$ cat src/core/tofr_params.svh
`ifndef TOFR_PARAMS_SVH
`define TOFR_PARAMS_SVH

// Register addresses on the register port
`define TOFR_ADDR_S4_FINE   6'h16
`define TOFR_ADDR_S4_COARSE 6'h17
`define TOFR_ADDR_S5_FINE   6'h18
`define TOFR_ADDR_S5_COARSE 6'h19
`define TOFR_ADDR_S6_FINE   6'h1A
`define TOFR_ADDR_CAL1      6'h1B

// Storage slots inside the bank
`define TOFR_IDX_S4_FINE    3'h0
`define TOFR_IDX_S4_COARSE  3'h1
`define TOFR_IDX_S5_FINE    3'h2
`define TOFR_IDX_S5_COARSE  3'h3
`define TOFR_IDX_S6_FINE    3'h4
`define TOFR_IDX_CAL1       3'h5
`define TOFR_NUM_REGS       6

// Field layout
`define TOFR_PARITY_BIT     23
`define TOFR_VALUE_MSB      22
`define TOFR_EXT_MSB        22
`define TOFR_EXT_LSB        16
`define TOFR_EXT_ZERO       7'h00

// Reset values
`define TOFR_RESET_WORD     24'h000000

`endif

$ cat src/core/tofr_pkg.sv
package tofr_pkg;

	// Slot number of a result register
	typedef logic [2:0]  tofr_idx_t;
	// Stored word: parity on top, value below
	typedef logic [23:0] tofr_word_t;
	typedef logic [22:0] tofr_value_t;

	// Kind of result held in a slot
	typedef enum logic {
		TOFR_FINE   = 1'b0,
		TOFR_COARSE = 1'b1
	} tofr_kind_e;

endpackage : tofr_pkg

$ cat src/core/tofr_mem_if.sv
`timescale 1ns/1ps
interface tofr_mem_if;
	logic                  we;
	tofr_pkg::tofr_idx_t   waddr;
	tofr_pkg::tofr_word_t  wdata;
	logic                  re;
	tofr_pkg::tofr_idx_t   raddr;
	tofr_pkg::tofr_word_t  rdata;

	modport ctrl (output we, output waddr, output wdata, output re, output raddr, input rdata);
	modport store (input we, input waddr, input wdata, input re, input raddr, output rdata);
endinterface : tofr_mem_if

$ cat src/core/tofr_regs.sv
// Function
// Stop-4 fine interval at 0x16, parity bit 23
// Stop-4 coarse count at 0x17, 16-bit count
// Stop-5 fine interval at 0x18, parity bit 23
// Stop-5 coarse count at 0x19, 16-bit count
// Stop-6 fine interval at 0x1A, parity bit 23
// First calibration at 0x1B, 23-bit unsigned
// Coarse bits 22:16 zero unless averaging mode
// All read-only, zero after reset, writes ignored
// Even parity over bits 22:0 on load
// Update only on completion, hold otherwise
`timescale 1ns/1ps
`include "tofr_params.svh"
module tofr_regs (
	input  wire logic                   mclk,
	input  wire logic                   rst,
	input  wire logic [5:0]             reg_addr,
	input  wire logic                   reg_rd,
	input  wire logic                   reg_wr,
	output logic [23:0]                 reg_rdata,
	output logic                        reg_rvalid,
	input  wire logic                   res_load,
	input  wire tofr_pkg::tofr_idx_t    res_sel,
	input  wire tofr_pkg::tofr_value_t  res_value,
	input  wire logic                   avg_mode
);

	tofr_mem_if           mif ();
	tofr_pkg::tofr_idx_t  rd_idx;
	logic                 rd_hit;
	tofr_pkg::tofr_kind_e load_kind;
	tofr_pkg::tofr_value_t load_value;
	tofr_pkg::tofr_word_t load_word;
	logic                 pend_reg;
	logic                 pend_hit_reg;
	logic [23:0]          reg_rdata_reg;
	logic                 reg_rvalid_reg;

	////////////////////////////////////////////////////////////////////////////////
	// Address decode for the register port
	// Unmapped addresses fall to slot 0 with the hit flag low
	always_comb begin
		rd_idx = `TOFR_IDX_S4_FINE;
		rd_hit = 1'b1;
		if (reg_addr == `TOFR_ADDR_S4_FINE) begin
			rd_idx = `TOFR_IDX_S4_FINE;
		end else if (reg_addr == `TOFR_ADDR_S4_COARSE) begin
			rd_idx = `TOFR_IDX_S4_COARSE;
		end else if (reg_addr == `TOFR_ADDR_S5_FINE) begin
			rd_idx = `TOFR_IDX_S5_FINE;
		end else if (reg_addr == `TOFR_ADDR_S5_COARSE) begin
			rd_idx = `TOFR_IDX_S5_COARSE;
		end else if (reg_addr == `TOFR_ADDR_S6_FINE) begin
			rd_idx = `TOFR_IDX_S6_FINE;
		end else if (reg_addr == `TOFR_ADDR_CAL1) begin
			rd_idx = `TOFR_IDX_CAL1;
		end else begin
			rd_hit = 1'b0;
		end
	end

	////////////////////////////////////////////////////////////////////////////////
	// Kind of the slot being loaded
	always_comb begin
		if (res_sel == `TOFR_IDX_S4_COARSE) begin
			load_kind = tofr_pkg::TOFR_COARSE;
		end else if (res_sel == `TOFR_IDX_S5_COARSE) begin
			load_kind = tofr_pkg::TOFR_COARSE;
		end else begin
			load_kind = tofr_pkg::TOFR_FINE;
		end
	end

	////////////////////////////////////////////////////////////////////////////////
	// Build the stored word; extension bits only survive in averaging mode
	// Even parity, so a whole stored word always XORs to zero
	always_comb begin
		load_value = res_value;
		if (load_kind == tofr_pkg::TOFR_COARSE && !avg_mode) begin
			load_value[`TOFR_EXT_MSB:`TOFR_EXT_LSB] = `TOFR_EXT_ZERO;
		end
		load_word = {^load_value, load_value};
	end

	// Only the measurement side writes; host writes have no path here
	assign mif.we    = res_load && (res_sel < 3'(`TOFR_NUM_REGS)); // , see
	assign mif.waddr = res_sel;
	assign mif.wdata = load_word;
	assign mif.re    = reg_rd && rd_hit;
	assign mif.raddr = rd_idx;

	tofr_mem u_mem (
		.mclk (mclk),
		.rst  (rst),
		.mif  (mif)
	);

	////////////////////////////////////////////////////////////////////////////////
	// Read pipeline, stage one: remember a read is pending and whether it hit
	// Two register stages cost a cycle but keep every output on a flop
	always_ff @(posedge mclk or posedge rst) begin
		if (rst) begin
			pend_reg     <= 1'b0;
			pend_hit_reg <= 1'b0;
		end else begin
			pend_reg     <= reg_rd;
			pend_hit_reg <= reg_rd && rd_hit;
		end
	end

	////////////////////////////////////////////////////////////////////////////////
	// Stage two: output flops; unmapped reads answer zero
	always_ff @(posedge mclk or posedge rst) begin
		if (rst) begin
			reg_rdata_reg  <= `TOFR_RESET_WORD;
			reg_rvalid_reg <= 1'b0;
		end else begin
			reg_rvalid_reg <= pend_reg;
			if (pend_reg) begin
				reg_rdata_reg <= pend_hit_reg ? mif.rdata : `TOFR_RESET_WORD;
			end
		end
	end

	assign reg_rdata  = reg_rdata_reg;
	assign reg_rvalid = reg_rvalid_reg;
endmodule : tofr_regs

$ cat src/core/tofr_mem.sv
`timescale 1ns/1ps
`include "tofr_params.svh"
module tofr_mem (
	input  wire logic     mclk,
	input  wire logic     rst,
	tofr_mem_if.store     mif
);

	tofr_pkg::tofr_word_t word_reg [`TOFR_NUM_REGS];
	tofr_pkg::tofr_word_t rdata_reg;

	////////////////////////////////////////////////////////////////////////////////
	// One flop word per slot, so reset clears everything at once
	genvar g;
	generate
		for (g = 0; g < `TOFR_NUM_REGS; g++) begin : g_slot
			always_ff @(posedge mclk or posedge rst) begin
				if (rst) begin
					word_reg[g] <= `TOFR_RESET_WORD;
				end else if (mif.we && (mif.waddr == 3'(g))) begin
					word_reg[g] <= mif.wdata;
				end
			end
		end
	endgenerate

	////////////////////////////////////////////////////////////////////////////////
	// Registered read; a slot past the last reads as zero
	always_ff @(posedge mclk or posedge rst) begin
		if (rst) begin
			rdata_reg <= `TOFR_RESET_WORD;
		end else if (mif.re) begin
			if (mif.raddr < 3'(`TOFR_NUM_REGS)) begin
				rdata_reg <= word_reg[mif.raddr];
			end else begin
				rdata_reg <= `TOFR_RESET_WORD;
			end
		end
	end

	assign mif.rdata = rdata_reg;
endmodule : tofr_mem

$ cat config.mk
export PLATFORM = sky130hd
export DESIGN_NAME = tofr_regs
export DESIGN_NICKNAME = d
export VERILOG_FILES = /design/src/core/tofr_pkg.sv /design/src/core/tofr_mem_if.sv /design/src/core/tofr_regs.sv /design/src/core/tofr_mem.sv
export VERILOG_INCLUDE_DIRS = /design/src /design/src/core
export SDC_FILE = /design/constraint.sdc
export NUM_CORES = 1
export LEC_CHECK = 0
export ABC_AREA = 1
export BUFFER_PORTS_ARGS = -buffer_cell sky130_fd_sc_hd__buf_2
export CAP_MARGIN = 30
export CORE_ASPECT_RATIO = 1.1
export CORE_MARGIN = 2
export CORE_UTILIZATION = 63
export CTS_BUF_LIST = sky130_fd_sc_hd__clkbuf_8
export CTS_CLUSTER_DIAMETER = 30
export CTS_CLUSTER_SIZE = 14
export DETAILED_ROUTE_END_ITERATION = 7
export PLACE_DENSITY = 0.82
export REMOVE_ABC_BUFFERS = 1
export SLEW_MARGIN = 20
export SYNTH_ARGS = -nofsm -noshare
export SYNTH_HDL_FRONTEND = slang
export SYNTH_HIERARCHICAL = 1
export SYNTH_SLANG_ARGS = --single-unit
$ cat constraint.sdc
create_clock -name mclk -period 6.8 [get_ports mclk]
set_input_delay 0.68 -clock mclk [delete_from_list [all_inputs] [get_ports mclk]]
set_output_delay 0.68 -clock mclk [all_outputs]
set_load 0.02 [all_outputs]
==> impl_metrics.tcl, run 1 <==
set metrics [dict create \
    synth_top_area_cell "dfrtp_1" \
    cts_resized 0 \
    ff2ff_setup_slack_ns 5.55 \
    post-route-period-util_pct 38.1 \
    cp.required_ns 7.17 \
    whs_ns 0.206 \
    grt_max_degree 107 \
    critPathArrivalTime_ns 2.96 \
    numCtsBuffers 17 \
    ys_ff_latch 195 \
    outcome "complete, no violations" \
    netlist.area_leader.share_pct 51.0 \
    track_usage_pct 28.3 \
    grt_pass1_vias 7503 \
    grt_pass1_wl_microns 36000 \
    crit_family "buffers and inverters" \
    path_clk_slew_ns 0.09 \
    reg2reg_from "pend_hit_reg" \
    worst_pin_slew_ns 0.876 \
    coreArea_sq_um 14900 \
    syn_inst 1251 \
    slew-limit-headroom_pct 41.6 \
    place_congestion 0.762 \
    layout-drive-gt1-share_pct 11.6 \
    drt_iter0_markers 685 \
    postPlaceCellArea_sq_um 9830 \
    reg2reg_depth 3 \
    post-cts-setup-buffer-count 0 \
    p_leak_nw 5.56 \
    grt_setup_unrepaired "false" \
    fin_util_pct 68.9 \
    largest_reg_flops 144 \
    worst-setup-path-type "in -> reg" \
    clk-insertion-delay-late_ns 0.48 \
    ant_nets 0 \
    floorplan.die_area_sq_um 16200 \
    path_max_fanout 73 \
    antenna_found_initial 0 \
    io_pins 63 \
    first_pass_iters 5 \
    ys_types 24 \
    htreeDepth 4 \
    period_needed_ns 2.59 \
    area_delta_synth_final_pct 7.60 \
    die_w_microns 122 \
    start_util_pct 64.1 \
    cpMostUsedCell "nand2_1" \
    path_buf_inv 4 \
    max_clock_freq_ghz 0.386 \
    vias 7989 \
    stdcell_area_sq_um 10300 \
    powerDensity_nw_per_um2 267 \
    setup_viol 0 \
    wire_per_inst_microns 14.4 \
    finalSetupTns_ns 0 \
    max_stage_delay_ns 0.64 \
    hold_violations 0 \
    slowest_stage "buf_4" \
    slew_violations 0 \
    postCtsHoldBufs 0 \
    grt_overflow 0 \
    crit_chain "buf_2 -> inv_1 -> nor2_1 -> nand2_1 -> nor2_4 -> buf_4 -> inv_4 -> nand2_1 -> nand3_1 -> nand2_1 -> nand2_1 -> nand2_1 -> nand2_1" \
    cap_violations 0 \
    cts-root-buf "clkbuf_8" \
    clockBufferDepth 2 \
    cts_num_sinks 195 \
    avgSynthCellArea_sq_um 7.65 \
    port_buffers 61 \
    drc 0 \
    routed_via_density 5.38 \
    nets 1315 \
    final.setup_skew_ns 0.0105 \
    synth_warnings 6 \
    dp_hpwl_microns 12400 \
    syn_area_sq_um 9570 \
    synthTopCellsByArea "dfrtp_1 51%, nand2_1 21%, nand3_1 5.2%, inv_1 5.2%, o21ai_0 5.2%" \
    hp-class "in -> async" \
    die_h_microns 133 \
    antenna_cells 0 \
    wl_microns 21400 \
    crit_path_end_kind "flip-flop" \
    yosysSeqAreaShare_pct 51.0 \
    cts_tree "yes" \
    startpoint_type "input pin" \
    row_count 47 \
    worst_r2r_endpoint "reg_rdata[11]" \
    vdd_ir_drop_max_uv 136 \
]
[kinds of logic after synthesis]
group	count (synthesis)	synth area share, %
buffers and inverters	211	10.7
DFF	195	51.0
AOI/OAI and AO/OA	197	11.0
and+or+nand+nor	648	27.3
[cell type report]
cell class              count  area, sq um
flip-flops and latches    195         4880
fillers                  1208         4640
multi-input cells         845         3680
inverters                 141          538
repair buffers             77          523
clock buffers              24          330
well taps                 196          245
clock inverters             8         96.3
[placed cells by master, fill, tap and decap left out]
cell	n
nand2_1	526
dfrtp_1	195
inv_1	131
nand3_1	100
o21ai_0	99
buf_2	61
o21ai_1	55
clkbuf_8	24
a21oi_1	24
o21ai_2	18
buf_4	9
nor2_1	8
inv_2	7
clkinv_2	5
nand2_2	4
buf_12	4
nor2_2	3
nor2_4	2
bufinv_16	2
nand3_2	2
buf_16	2
nand3_4	1
nor4_2	1
nor3_1	1
a21boi_0	1
clkinvlp_4	1
clkinv_4	1
buf_8	1
inv_6	1
inv_4	1
[metrics by stage]
step	worst slack, ns	power, mW	cells
finish	4.21	2.75	1486
global route	3.97	2.91	1486
CTS	4.24	2.76	1484
detailed placement	3.74	1.98	1452
global placement	3.72	1.95	1447
floorplan	1.57	1.85	1181
[worst max path at each step]
stage | cells after the start | slack (ns) | from | end
2_1_floorplan | 1 | 1.57 | rst | u_mem/mif.rdata[0]
3_3_place_gp | 12 | 3.72 | reg_addr[5] | u_mem/mif.rdata[1]
3_5_place_dp | 14 | 3.74 | reg_addr[2] | u_mem/mif.rdata[3]
4_1_cts | 14 | 4.24 | reg_addr[2] | u_mem/mif.rdata[3]
5_1_grt | 13 | 3.97 | reg_addr[4] | u_mem/mif.rdata[4]
6_report | 13 | 4.21 | reg_addr[4] | u_mem/mif.rdata[3]
[power by group]
group	switching [mW]	leakage [nW]	total (mW)	internal, mW
sequential	0.118	2.51	1.49	1.38
combinational	0.286	2.83	0.474	0.188
clock	0.388	0.221	0.781	0.394
total	0.792	5.56	2.75	1.96
[Yosys cell counts (all sizes together)]
master	number
nand2	530
dfrtp	195
o21ai	172
inv	140
nand3	103
buf	52
a21oi	24
clkbuf	18
nor2	13
a21boi	1
clkinv	1
nor3	1
nor4	1
[metal layers]
layer	up-vias	global-route usage [%]	routed length [microns]
li1	3938	-	-
met1	3793	37.1	9370
met2	225	48.2	10600
met3	33	4.07	991
met4	0	10.6	402
met5	-	0	0
[worst register-to-register path, delay by kind of cell (launching register included)]
family / cells / cell delay [ns]
AOI/OAI and AO/OA: 1 / 0.11
buffers and inverters: 1 / 0.24
DFF: 1 / 0.73
and+or+nand+nor: 1 / 0.09
No activity file was read; power rests on OpenSTA's default activity.
==> run 2, diff against run 1 <==
CORE_UTILIZATION = 57   (was 63)
PLACE_DENSITY = 0.79   (was 0.82)
clock period = 2.2 ns   (was 6.8 ns; I/O delays follow)
==> run 2 against run 1 <==
Effect of this change: hold slack worse by 0.15 ns; sequential power rose to 3.1 times the previous value; count of clock-buffer cells in the layout down 6; sequential share of layout area down 0.33 points; design area up 0.69%; utilization down 5.6 points; critical path type is now reg -> reg; largest cell class unchanged.
==> impl_metrics.tcl, run 2 (synthesis results as in run 1) <==
set metrics [dict create \
    outcome "complete, no violations" \
    cts_resized 0 \
    wire_per_inst_microns 14.3 \
    worst-setup-path-type "reg -> reg" \
    postPlaceCellArea_sq_um 9930 \
    htreeDepth 4 \
    floorplan.die_area_sq_um 17800 \
    drt_iter0_markers 666 \
    final_cell_mix "526 x nand2_1, 195 x dfrtp_1, 133 x inv_1" \
    final_common_cell "nand2_1" \
    cts-root-buf "clkbuf_8" \
    p_int_mw 6.08 \
    clockBufferDepth 2 \
    whs_ns 0.0535 \
    port_buffers 61 \
    instances_no_fill 1504 \
    wl_microns 21400 \
    seq_power_share_pct 54.1 \
    clk-insertion-delay-late_ns 0.47 \
    path_clk_slew_ns 0.09 \
    start_util_pct 58.4 \
    cp.required_ns 2.58 \
    antenna_cells 0 \
    hold_violations 0 \
    reg2reg_from "pend_hit_reg" \
    hold_start "reg_addr[5]" \
    track_usage_pct 25.5 \
    grt_overflow 0 \
    period_needed_ns 1.38 \
    nets 1326 \
    cts_num_sinks 195 \
    powerDensity_nw_per_um2 823 \
    hp-class "in -> reg" \
    path_max_fanout 13 \
    drc 0 \
    numCtsBuffers 17 \
    power_frac_clock_pct 28.7 \
    placedCellCount 1471 \
    grt_setup_unrepaired "false" \
    grt_max_degree 73 \
    p_leak_nw 5.60 \
    first_pass_iters 5 \
    switching_power_mw 2.45 \
    slew-limit-headroom_pct 57.5 \
    row_count 49 \
    post-route-period-util_pct 62.6 \
    max_clock_freq_ghz 0.726 \
    setup_viol 0 \
    cap_violations 0 \
    coreArea_sq_um 16400 \
    dp_hpwl_microns 12600 \
    area_delta_synth_final_pct 8.34 \
    io_pins 63 \
    vias 7879 \
    ant_nets 0 \
    largest_reg_flops 144 \
    crit_path_end_kind "flip-flop" \
    grt_pass1_vias 7470 \
    layout-drive-gt1-share_pct 12.0 \
    routed_via_density 5.24 \
    grt_pass1_wl_microns 36100 \
    startpoint_type "flip-flop" \
    vdd_ir_drop_max_uv 447 \
    cts_tree "yes" \
    place_congestion 0.778 \
    worst_pin_slew_ns 0.637 \
    antenna_found_initial 0 \
    die_w_microns 128 \
    p_comb_share_pct 17.2 \
    die_h_microns 140 \
    stdcell_area_sq_um 10400 \
    slew_violations 0 \
    critPathArrivalTime_ns 1.76 \
    critPathLaunch "pend_hit_reg" \
    switching_share_pct 28.7 \
    final.setup_skew_ns 0.00726 \
]
run 2: cell types whose count changed in the layout (fill, tap and decap cells not counted), sizes merged:
cell	delta
inv	+2
clkinvlp	+1
buf	+9
clkbuf	-6
dlygate4sd3	+2
bufinv	+2
run 2: path summary, 6_finish.rpt:
path / slack, ns / cells after the start / end
setup / recovery: 0.82 / 3 / reg_rdata[19]
hold / removal: 0.05 / 4 / pend_hit_reg
max in group asynchronous: 1.24 / 4 / u_mem/mif.rdata[15]
setup reg to reg: 0.82 / 3 / reg_rdata[19]
hold reg to reg: 0.49 / 2 / u_mem/mif.rdata[17]
min in group asynchronous: 0.33 / 3 / u_mem/mif.rdata[2]
run 2: area by class of cell:
class | count | area (sq um)
fill | 1446 | 6000
inverter | 141 | 538
timing repair buffer | 88 | 596
clock buffer | 18 | 248
multi-input combinational | 845 | 3680
clock inverter | 13 | 168
sequential | 195 | 4880
tap | 204 | 255
run 2: per-stage QoR:
step / setup WS, ns / total power [mW] / utilization [%] / TNS (ns)
2_1_floorplan: -2.57 / 5.71 / - / -479.90
3_3_place_gp: 0.433 / 6.04 / 60.5 / 0
3_5_place_dp: 0.459 / 6.13 / 60.7 / 0
4_1_cts: 0.805 / 8.57 / 63.3 / 0
5_1_grt: 0.710 / 9.06 / 63.3 / 0
6_report: 0.823 / 8.53 / 63.3 / 0
run 2: power groups by stage:
stage	clock network [mW]	registers, mW	logic (mW)
after floorplan	0	4.60	1.11
after global placement	0	4.64	1.40
after detailed placement	0	4.66	1.47
after CTS	2.49	4.60	1.48
after global routing	2.63	4.69	1.74
final	2.45	4.61	1.47
run 2: worst max-delay path, cell delays in order, from the launching register on:
cell,delay [ns]
dfrtp_1,0.76
buf_4,0.32
nand3_1,0.10
o21ai_0,0.11
run 2: what timing repair did:
action                                  CTS  global route
buffers inserted                          0             0
endpoints found under the setup margin    0             0
hold endpoints to repair                 74             0
hold buffers                              2             0
run 2: routing by layer:
layer  global-route usage [%]  part of all wire, %  up-vias
met5                        0                    0        -
met4                     9.37                  2.2        0
met3                     3.77                  4.9       34
met2                     42.7                   48      224
met1                     33.9                   45     3660
li1                         -                    -     3961
==> run 3, diff against run 2 <==
clock period = 1.15 ns   (was 2.2 ns; I/O delays follow)
==> run 3 against run 2 <==
Effect of this change: hold slack gained 0.011 ns; via count grew 5.7%; design area grew 6.5%; largest power group unchanged.
==> impl_metrics.tcl, run 3 (synthesis results as in run 1) <==
set metrics [dict create \
    die_h_microns 140 \
    slew_violations 0 \
    drt_iter0_markers 687 \
    post-route-period-util_pct 99.1 \
    final_common_cell "nand2_1" \
    grt_pass1_wl_microns 38000 \
    reg2reg_depth 3 \
    path_max_fanout 2 \
    whs_ns 0.0642 \
    largest_reg_flops 144 \
    nets 1383 \
    p_leak_nw 5.91 \
    place_congestion 0.781 \
    clockBufferDepth 2 \
    cts_tree "yes" \
    track_usage_pct 26.7 \
    hold_violations 0 \
    final_cell_mix "526 x nand2_1, 195 x dfrtp_1, 132 x inv_1" \
    critPathArrivalTime_ns 1.02 \
    hp-class "in -> reg" \
    place_ws_ns -0.369 \
    max_clock_freq_ghz 0.877 \
    placedCellCount 1517 \
    vdd_ir_drop_max_uv 780 \
    period_needed_ns 1.14 \
    coreArea_sq_um 16400 \
    cp_num_cells 1 \
    powerDensity_nw_per_um2 1430 \
    routed_via_density 5.33 \
    crit_chain "buf_6" \
    worst-setup-path-type "reg -> out" \
    fin_ws_ns 0.0102 \
    antenna_cells 0 \
    grt_max_degree 50 \
    ant_nets 0 \
    vias 8328 \
    drc 0 \
    area_delta_synth_final_pct 15.3 \
    worst_r2r_endpoint "reg_rdata[7]" \
    outcome "complete, no violations" \
    cap_violations 0 \
    slowest_stage "dfrtp_1" \
    clk-insertion-delay-late_ns 0.48 \
    cts_num_sinks 195 \
    ff2ff_setup_slack_ns 0.20 \
    crit_end "reg_rdata[0]" \
    wl_microns 22500 \
    worst_pin_slew_ns 0.328 \
    floorplan.die_area_sq_um 17800 \
    die_w_microns 128 \
    critPathLaunch "reg_rdata[0]" \
    final.setup_skew_ns 0.0147 \
    cts-root-buf "clkbuf_8" \
    numCtsBuffers 17 \
    dp_hpwl_microns 14000 \
    wire_per_inst_microns 14.4 \
    fin_util_pct 67.4 \
    grt_overflow 0 \
    first_pass_iters 5 \
    row_count 49 \
    max_stage_delay_ns 0.41 \
    grt_pass1_vias 7819 \
    crit_family "flip-flops" \
    instances_no_fill 1562 \
    start_util_pct 58.4 \
    hold_start "reg_addr[5]" \
    antenna_found_initial 0 \
    setup_viol 0 \
    io_pins 63 \
    path_buf_inv 1 \
    grt_setup_unrepaired "true" \
    cp.required_ns 1.03 \
    port_buffers 61 \
    path_clk_slew_ns 0.09 \
    crit_path_end_kind "output port" \
    htreeDepth 4 \
    slew-limit-headroom_pct 78.1 \
    reg2reg_from "pend_reg" \
    startpoint_type "flip-flop" \
    layout-drive-gt1-share_pct 16.0 \
]
## run 3: layout make-up
class,count,area [sq um]
clock inverter,14,91.3
tap,204,255
clock buffer,18,248
multi-input combinational,845,3690
inverter,141,538
timing repair buffer,145,1340
fill,1321,5330
sequential,195,4880
## run 3: routing by layer
layer,share of wire (%),global-route usage (%),vias to the layer above
li1,-,-,4078
met1,43,37.6,3931
met2,49,42.9,285
met3,6.1,4.19,34
met4,1.7,8.50,0
met5,0,0,-
## run 3: power breakdown
group          switching [mW]  internal, mW  leakage [nW]  total [mW]
clock network            2.39          1.53         0.170        3.92
logic                    1.75          1.27          3.23        3.02
registers               0.705          8.13          2.51        8.84
total                    4.84          10.9          5.91        15.8
## run 3: repair_timing
item	CTS	global route
endpoints found under the setup margin	22	39
hold buffers	2	0
pin swaps	0	1
gates resized for setup	42	11
hold endpoints to repair	197	0
setup buffers	6	5
## run 3: worst min-delay path by stage
| stage | end | slack [ns] | depth (start not counted) |
|---|---|---|---|
| finish | pend_hit_reg | 0.06 | 5 |
| global route | pend_hit_reg | 0.06 | 5 |
| CTS | pend_hit_reg | 0.03 | 5 |
| detailed placement | u_mem/mif.rdata[16] | 0.13 | 2 |
| global placement | u_mem/mif.rdata[16] | 0.13 | 2 |
| floorplan | pend_reg | 0.15 | 0 |
## run 3: metrics by stage
| step | setup TNS (ns) | power, mW | cell area [sq um] |
|---|---|---|---|
| after global routing | -0.586 | 16.8 | 11000 |
| after floorplan | -696.28 | 10.9 | 9080 |
| after global placement | -20.40 | 11.7 | 10400 |
| final | 0 | 15.8 | 11000 |
| after CTS | -0.0838 | 15.8 | 11000 |
| after detailed placement | -24.96 | 11.9 | 10400 |
